<file path="config.mk">
export PLATFORM = sky130hd
export DESIGN_NAME = pcp_port_ctrl
export DESIGN_NICKNAME = d
export VERILOG_FILES = /design/src/common/pcp_pkg.sv /design/src/common/pcp_cfg_if.sv /design/src/hw/pcp_pad_logic.sv /design/src/hw/pcp_port_ctrl.sv
export SDC_FILE = /design/constraint.sdc
export NUM_CORES = 1
export LEC_CHECK = 0
export BUFFER_PORTS_ARGS = -buffer_cell sky130_fd_sc_hd__buf_4
export CORE_MARGIN = 2
export CORE_UTILIZATION = 49
export DETAILED_ROUTE_END_ITERATION = 7
export PLACE_DENSITY = 0.91
export SLEW_MARGIN = 20
export SYNTH_ARGS = -nofsm -noshare
export SYNTH_HDL_FRONTEND = slang
export SYNTH_SLANG_ARGS = --single-unit
</file>
<file path="constraint.sdc">
create_clock -name I_CLK_SYS -period 3.5 [get_ports I_CLK_SYS]
set_clock_uncertainty 0.05 [all_clocks]
set_input_delay 0.7 -clock I_CLK_SYS [delete_from_list [all_inputs] [get_ports I_CLK_SYS]]
set_output_delay 0.7 -clock I_CLK_SYS [all_outputs]
set_load 0.02 [all_outputs]
</file>
<file path="src/common/pcp_pkg.sv">
// Package for the port C pad control block: register offsets, field layouts and resets.
// Assumes a 32-bit classic Wishbone bus with byte addressing and word-aligned registers.
package pcp_pkg;
    localparam int PCP_PINS = 8;
    localparam int PCP_AW = 8;
    localparam logic [7:0] PCP_OFS_DATA = 8'h00;
    localparam logic [7:0] PCP_OFS_DIR = 8'h04;
    localparam logic [7:0] PCP_OFS_PULL = 8'h08;
    localparam logic [7:0] PCP_OFS_SLEW = 8'h0C;
    localparam logic [7:0] PCP_OFS_DRIVE = 8'h10;
    localparam logic [7:0] PCP_OFS_KEY_EN = 8'h14;
    localparam logic [7:0] PCP_OFS_KEY_POL = 8'h18;
    localparam logic [7:0] PCP_OFS_OWNER = 8'h1C;
    localparam logic [7:0] PCP_RST_REG = 8'h00;
    localparam int PCP_IN_ONLY_BIT = 7;
    localparam int PCP_OUT_ONLY_BIT = 6;
    localparam logic [7:0] PCP_KEY_PULLDOWN_MASK = 8'hB0;
    localparam logic [7:0] PCP_DIR_USABLE_MASK = 8'h3F;
    typedef enum logic [1:0] {
        PCP_BUS_IDLE,
        PCP_BUS_ACK
    } pcp_bus_state_t;
endpackage : pcp_pkg

</file>
<file path="src/common/pcp_cfg_if.sv">
// Interface carrying the stored port settings from the register file to the pad logic.
// Assumes both ends run on the same system clock.
interface pcp_cfg_if;
    logic [7:0] data;
    logic [7:0] dir;
    logic [7:0] pull;
    logic [7:0] slew;
    logic [7:0] drive;
    logic [7:0] key_en;
    logic [7:0] key_pol;
    modport regs (output data, dir, pull, slew, drive, key_en, key_pol);
    modport pads (input data, dir, pull, slew, drive, key_en, key_pol);
endinterface : pcp_cfg_if

</file>
<file path="src/hw/pcp_pad_logic.sv">
// Combinational pad control for the eight port pins.
// Assumes peripheral and analog ownership come in already synchronous to the system clock.
module pcp_pad_logic
    import pcp_pkg::*;
(
    pcp_cfg_if.pads cfg,
    input wire logic [7:0] i_per_out,
    input wire logic [7:0] i_per_in,
    input wire logic [7:0] i_analog,
    output logic [7:0] o_out_en,
    output logic [7:0] o_pull_up,
    output logic [7:0] o_pull_down,
    output logic [7:0] o_slew,
    output logic [7:0] o_drive
);
    logic [7:0] dir_eff;
    logic [7:0] is_out;
    logic [7:0] pull_on;
    logic [7:0] want_down;

    always_comb begin
        dir_eff = cfg.dir & PCP_DIR_USABLE_MASK;
        dir_eff[PCP_OUT_ONLY_BIT] = 1'b1;
        is_out = (dir_eff | i_per_out) & ~i_per_in;
        is_out[PCP_IN_ONLY_BIT] = 1'b0;
        o_out_en = is_out;
        // Pull only on inputs that no analog function owns and whose direction bit is 0; pin 7 ignores its direction bit.
        pull_on = cfg.pull & ~is_out & ~i_analog & ~cfg.dir;
        pull_on[PCP_IN_ONLY_BIT] = cfg.pull[PCP_IN_ONLY_BIT] & ~i_analog[PCP_IN_ONLY_BIT];
        pull_on[PCP_OUT_ONLY_BIT] = 1'b0;
        want_down = cfg.key_en & cfg.key_pol & PCP_KEY_PULLDOWN_MASK;
        o_pull_up = pull_on & ~want_down;
        o_pull_down = pull_on & want_down;
        o_slew = cfg.slew & is_out;
        o_drive = cfg.drive & is_out;
    end
endmodule : pcp_pad_logic

</file>
<file path="src/hw/pcp_port_ctrl.sv">
// Top level of the port C pad control block with its Wishbone register file.
// Assumes a classic Wishbone master on I_CLK_SYS and pins arriving asynchronously.
// Overview of operation
// - Each pin has its own pull-enable bit; one enables the pull.
// - Pull forced off while the pin drives as output by port or peripheral.
// - Pull forced off whenever an analog function owns the pin.
// - Pull-enable acts only when the pin's direction bit is zero, except on pin 7.
// - Pins 4, 5, 7 with key enabled and rising key polarity get pulldown instead.
// - Each pin has a slew-enable bit turning slew limiting on.
// - Slew-enable has no effect on input pins.
// - Each pin has a drive-select bit; one means high drive.
// - Drive-select has no effect on input pins.
// - Data bit 7 always reads the live level of input-only pin 7.
// - Data bit 6 always reads the latch of output-only pin 6.
// - Direction bits of pins 7 and 6 have no effect.
// - Slew and drive bits of pin 7 have no effect.
// - Pull-enable bit of pin 6 has no effect.
// - Pull, slew, drive work independent of data; direction and peripheral ownership gate them.
// - On pins 0 to 5, direction one drives output and reads latch; zero reads the pin.
// - Key polarity zero picks pullup, one picks pulldown on key-enabled pins 4, 5, 7.
module pcp_port_ctrl (
    input wire logic I_CLK_SYS,
    input wire logic I_RST,
    input wire logic I_WB_CYC,
    input wire logic I_WB_STB,
    input wire logic I_WB_WE,
    input wire logic [pcp_pkg::PCP_AW-1:0] I_WB_ADR,
    input wire logic [3:0] I_WB_SEL,
    input wire logic [31:0] I_WB_DAT,
    output logic [31:0] O_WB_DAT,
    output logic O_WB_ACK,
    input wire logic [7:0] I_PIN,
    output logic [7:0] O_PIN,
    output logic [7:0] O_PIN_OE,
    input wire logic [7:0] I_PER_OUT,
    input wire logic [7:0] I_PER_IN,
    input wire logic [7:0] I_PER_DATA,
    input wire logic [7:0] I_ANALOG,
    output logic [7:0] O_PULL_UP,
    output logic [7:0] O_PULL_DOWN,
    output logic [7:0] O_SLEW,
    output logic [7:0] O_DRIVE
);
    import pcp_pkg::*;

    pcp_cfg_if cfg ();

    logic [7:0] data_ff;
    logic [7:0] dir_ff;
    logic [7:0] pull_ff;
    logic [7:0] slew_ff;
    logic [7:0] drive_ff;
    logic [7:0] key_en_ff;
    logic [7:0] key_pol_ff;
    logic [7:0] pin_meta_ff;
    logic [7:0] pin_sync_ff;
    logic [7:0] out_en;
    logic [7:0] pin_out_ff;
    logic [7:0] oe_ff;
    logic [31:0] rdata_ff;
    logic [31:0] nxt_rdata;
    logic [7:0] data_view;
    logic ack_ff;
    logic wr_go;
    logic rd_go;
    pcp_bus_state_t state_ff;

    assign cfg.data = data_ff;
    assign cfg.dir = dir_ff;
    assign cfg.pull = pull_ff;
    assign cfg.slew = slew_ff;
    assign cfg.drive = drive_ff;
    assign cfg.key_en = key_en_ff;
    assign cfg.key_pol = key_pol_ff;

    // The answer comes one cycle after the request is seen, so a write lands once only.
    assign wr_go = I_WB_CYC && I_WB_STB && I_WB_WE && (state_ff == PCP_BUS_IDLE);
    assign rd_go = I_WB_CYC && I_WB_STB && !I_WB_WE && (state_ff == PCP_BUS_IDLE);
    assign O_WB_ACK = ack_ff;
    assign O_WB_DAT = rdata_ff;

    always_ff @(posedge I_CLK_SYS or posedge I_RST) begin
        if (I_RST) begin
            pin_meta_ff <= 8'h00;
            pin_sync_ff <= 8'h00;
        end else begin
            pin_meta_ff <= I_PIN;
            pin_sync_ff <= pin_meta_ff;
        end
    end

    always_ff @(posedge I_CLK_SYS or posedge I_RST) begin
        if (I_RST) begin
            state_ff <= PCP_BUS_IDLE;
            ack_ff <= 1'b0;
        end else begin
            case (state_ff)
                PCP_BUS_IDLE: begin
                    if (I_WB_CYC && I_WB_STB) begin
                        state_ff <= PCP_BUS_ACK;
                        ack_ff <= 1'b1;
                    end
                end
                PCP_BUS_ACK: begin
                    state_ff <= PCP_BUS_IDLE;
                    ack_ff <= 1'b0;
                end
                default: begin
                    state_ff <= PCP_BUS_IDLE;
                    ack_ff <= 1'b0;
                end
            endcase
        end
    end

    always_ff @(posedge I_CLK_SYS or posedge I_RST) begin
        if (I_RST) begin
            data_ff <= PCP_RST_REG;
            dir_ff <= PCP_RST_REG;
            pull_ff <= PCP_RST_REG;
            slew_ff <= PCP_RST_REG;
            drive_ff <= PCP_RST_REG;
            key_en_ff <= PCP_RST_REG;
            key_pol_ff <= PCP_RST_REG;
        end else if (wr_go && I_WB_SEL[0]) begin
            if (I_WB_ADR == PCP_OFS_DATA) begin
                data_ff <= I_WB_DAT[7:0];
            end else if (I_WB_ADR == PCP_OFS_DIR) begin
                dir_ff <= I_WB_DAT[7:0];
            end else if (I_WB_ADR == PCP_OFS_PULL) begin
                pull_ff <= I_WB_DAT[7:0];
            end else if (I_WB_ADR == PCP_OFS_SLEW) begin
                slew_ff <= I_WB_DAT[7:0];
            end else if (I_WB_ADR == PCP_OFS_DRIVE) begin
                drive_ff <= I_WB_DAT[7:0];
            end else if (I_WB_ADR == PCP_OFS_KEY_EN) begin
                key_en_ff <= I_WB_DAT[7:0];
            end else if (I_WB_ADR == PCP_OFS_KEY_POL) begin
                key_pol_ff <= I_WB_DAT[7:0];
            end
        end
    end

    pcp_pad_logic u_pad (
        .cfg(cfg.pads),
        .i_per_out(I_PER_OUT),
        .i_per_in(I_PER_IN),
        .i_analog(I_ANALOG),
        .o_out_en(out_en),
        .o_pull_up(O_PULL_UP),
        .o_pull_down(O_PULL_DOWN),
        .o_slew(O_SLEW),
        .o_drive(O_DRIVE)
    );

    // Peripheral-owned outputs take the peripheral's value; others take the latch.
    always_ff @(posedge I_CLK_SYS or posedge I_RST) begin
        if (I_RST) begin
            pin_out_ff <= 8'h00;
            oe_ff <= 8'h00;
        end else begin
            pin_out_ff <= (I_PER_OUT & I_PER_DATA) | (~I_PER_OUT & data_ff);
            oe_ff <= out_en;
        end
    end
    assign O_PIN = pin_out_ff;
    assign O_PIN_OE = oe_ff;

    always_comb begin
        data_view = (dir_ff & data_ff) | (~dir_ff & pin_sync_ff);
        data_view[PCP_IN_ONLY_BIT] = pin_sync_ff[PCP_IN_ONLY_BIT];
        data_view[PCP_OUT_ONLY_BIT] = data_ff[PCP_OUT_ONLY_BIT];
        nxt_rdata = 32'h0000_0000;
        if (I_WB_ADR == PCP_OFS_DATA) begin
            nxt_rdata[7:0] = data_view;
        end else if (I_WB_ADR == PCP_OFS_DIR) begin
            nxt_rdata[7:0] = dir_ff;
        end else if (I_WB_ADR == PCP_OFS_PULL) begin
            nxt_rdata[7:0] = pull_ff;
        end else if (I_WB_ADR == PCP_OFS_SLEW) begin
            nxt_rdata[7:0] = slew_ff;
        end else if (I_WB_ADR == PCP_OFS_DRIVE) begin
            nxt_rdata[7:0] = drive_ff;
        end else if (I_WB_ADR == PCP_OFS_KEY_EN) begin
            nxt_rdata[7:0] = key_en_ff;
        end else if (I_WB_ADR == PCP_OFS_KEY_POL) begin
            nxt_rdata[7:0] = key_pol_ff;
        end else if (I_WB_ADR == PCP_OFS_OWNER) begin
            nxt_rdata[7:0] = out_en;
        end
    end

    always_ff @(posedge I_CLK_SYS or posedge I_RST) begin
        if (I_RST) begin
            rdata_ff <= 32'h0000_0000;
        end else if (rd_go) begin
            rdata_ff <= nxt_rdata;
        end
    end
endmodule : pcp_port_ctrl
</file>
==> results.cfg <==
[run_status]
run_status = finished clean

[synthesis]
synthXorXnorAreaFrac_pct = 0
syn-cell-area_um2 = 4491
synth_top_family_by_area = multiplexers
synth_top_area_share_pct = 52.38
synth_area_leaders = dfrtp_1, mux2_2, buf_4
synth-simple-area-share_pct = 10.81
synth-seq-cells = 94
synth_flop_cell = dfrtp_1
synth_cell_types = 44
synth_top_cell_by_area = dfrtp_1
synth_cells = 345
synthMuxAreaShare_pct = 22.04
synth-async-reset-ratio_pct = 100.0
synth_compound_area_share_pct = 6.938
synth_edf_count = 0
avgSynthCellArea_um2 = 13.02
yosysWarnings = 0
synth_adder_area_share_pct = 0
yosysSeqAreaShare_pct = 52.38

[place]
port_buffers = 106
dp_slack_ns = 0.6357
placed_area_um2 = 5269
place.gp.congestion = 0.7715
hpwl_um = 6922

[worst_setup_path]
critPathSlowestCell = or4b_2
crit_chain = buf_4 > o21ba_2 > or4b_2 > a21oi_1 > buf_4
crit_required_ns = 2.75
crit_top_cell = buf_4
crit_family = simple AND/OR/NAND/NOR gates
arrival_ns = 1.95
cp-start-kind = primary input
path_class = in -> out
r2r_start = state_ff[0]$_DFFE_PP0P_
cp-startpoint = I_PER_OUT[5]
worstPathMaxFanout = 5
end_kind = output pin
r2r_cells = 4
timing.rr.end = cfg.key_pol[1]$_DFFE_PP0P_
critPathBufInv = 2
worstSetupPathDepth = 5
slowest_delay_ns = 0.63
timing.reg2reg.setup_slack_ns = 1.36

[final_layout]
n_antenna_cell = 0
post-route-util_pct = 62.35
area_delta_synth_final_pct = 22.26
final_nets = 541
drive_gt1_share_pct = 47.48
final_area_um2 = 5490

[clocking]
cts_tree = built
htreeDepth = 3
ctsRootBufferMaster = clkbuf_8
cts_hold_buf = 0
clk_pin_slew_ns = 0.10
clockBufferDepth = 2
clk_latency_ns = 0.36
clock_sinks = 94
cts_inserted_buffers = 9
ctsResizeCount = 0
cts_setup_buffers = 0

[sta]
tns_ns = 0
period_share_pct = 77.20
slew_headroom_pct = 53.39
fmax_ghz = 0.3701
hold_violations = 0
grt_setup_unrepaired = no
worstMarginPinSlew_ns = 0.6939
post-route-min-period_ns = 2.702
fin_ws_ns = 0.7979
drv_slew = 0
setup_violations = 0
hold_ws_ns = 0.3024

[min_path]
hold_end = pin_sync_ff[0]$_DFF_PP0_
holdPathStages = 0
hp-start = pin_meta_ff[0]$_DFF_PP0_
hold_path_class = reg -> reg

[global_routing]
grt_use_total_pct = 20.19
antenna_found_initial = 0
grt_pass1_wl_um = 15370
grt_pass1_vias = 3014
grt_max_degree = 95
overflow = 0

[drt]
drt_iter0_markers = 143
wl_per_cell_um = 17.65
num_vias = 3054
wirelength_um = 9970
drc = 0
vias_per_cell = 5.405
ant_nets = 0
firstDrtPassIters = 6

[floorplanning]
die_height_um = 99.73
chipWidth_um = 99.73
initial_core_util_pct = 50.99
rows = 34
coreArea_um2 = 8806
die_area_um2 = 9946
io_pins = 170

[job]
maxCapViolCount = 0

[power_and_ir_drop]
vdd_drop_max_mv = 0.2682
p_leak_nw = 2.843
pwr_density_cell_nw_per_um2 = 389.9
power by group:
part | switching [mW] | internal, mW | leakage, nW
sequential | 0.00950 | 1.11 | 1.26
combinational | 0.137 | 0.0926 | 1.48
clock | 0.388 | 0.405 | 0.106
total | 0.534 | 1.61 | 2.84
placed cells by master (no fill, tap or decap), types with 6 or more instances in the layout:
cell type,synthesis,routed
dfrtp_1,94,94
conb_1,1,33
mux2_2,67,67
inv_1,12,11
nor2_1,6,6
mux4_2,6,6
buf_4,33,107
nand2_1,14,14
a22o_1,8,8
mux2i_1,10,10
and2_1,13,13
a21oi_1,11,11
clkbuf_8,0,9
kinds of logic (layout without fill, tap and decap cells):
group / Yosys count / count (layout)
DFF: 94 / 94
buffers and inverters: 56 / 136
muxes: 83 / 83
other: 1 / 33
AOI/OAI and AO/OA: 43 / 43
and+or+nand+nor: 68 / 68
registers in the layout, summed over array words and instances (netlist names):
| name | flops |
|---|---|
| O_PIN | 8 |
| O_WB_DAT | 8 |
| cfg.data | 8 |
| cfg.dir | 8 |
| cfg.drive | 8 |
| cfg.key_en | 8 |
| cfg.key_pol | 8 |
| cfg.pull | 8 |
| cfg.slew | 8 |
| O_PIN_OE | 7 |
| pin_meta_ff | 7 |
| pin_sync_ff | 7 |
| state_ff | 1 |
worst register-to-register path: cells and delay by family (launching register included):
| family | cells | cell delay, ns |
|---|---|---|
| flip-flops | 1 | 0.38 |
| AND/OR/NAND/NOR | 3 | 1.17 |
| multiplexers | 1 | 0.42 |
worst max-delay path by stage:
| stage | to | slack (ns) |
|---|---|---|
| global route | O_PULL_UP[5] | 0.70 |
| global placement | cfg.slew[0]$_DFFE_PP0P_ | 0.66 |
| detailed placement | cfg.slew[2]$_DFFE_PP0P_ | 0.64 |
| floorplan | O_PIN[0]$_DFF_PP0_ | 0.30 |
| CTS | O_PULL_UP[5] | 0.78 |
| finish | O_PULL_UP[5] | 0.80 |
cells in the mapped netlist, types with 4 or more instances:
library cell  count
nand2b_1          4
o21ba_2           5
a31oi_1           4
a22o_1            8
mux2_2           67
a21oi_1          11
clkbuf_1          4
buf_4            33
nor2b_1           4
nand3_1           4
mux2i_1          10
nor2_1            6
inv_1            12
dfrtp_1          94
nor4b_1           4
buf_2             5
nand2_1          14
and2_1           13
mux4_2            6
final cells by class:
| type | instances | area, um^2 |
|---|---|---|
| Clock buffer | 9 | 123.9 |
| Clock inverter | 7 | 97.59 |
| Fill cell | 688 | 3316 |
| Inverter | 12 | 47.55 |
| Multi-Input combinational cell | 227 | 1911 |
| Sequential cell | 94 | 2352 |
| Tap cell | 108 | 135.1 |
| Timing Repair Buffer | 108 | 823.3 |
metrics by stage:
stage          instances  total power [mW]
2_1_floorplan        377             1.298
3_3_place_gp         549             1.365
3_5_place_dp         549             1.371
4_1_cts              565             2.155
5_1_grt              565             2.222
6_report             565             2.141
per-layer routing:
layer,share of wire (%),global-route usage (%)
met2,50,33.78
met3,7.1,4.638
met5,0,0
met1,41,25.80
met4,1.7,7.376
Note: power is estimated with default switching activity, not from simulation.
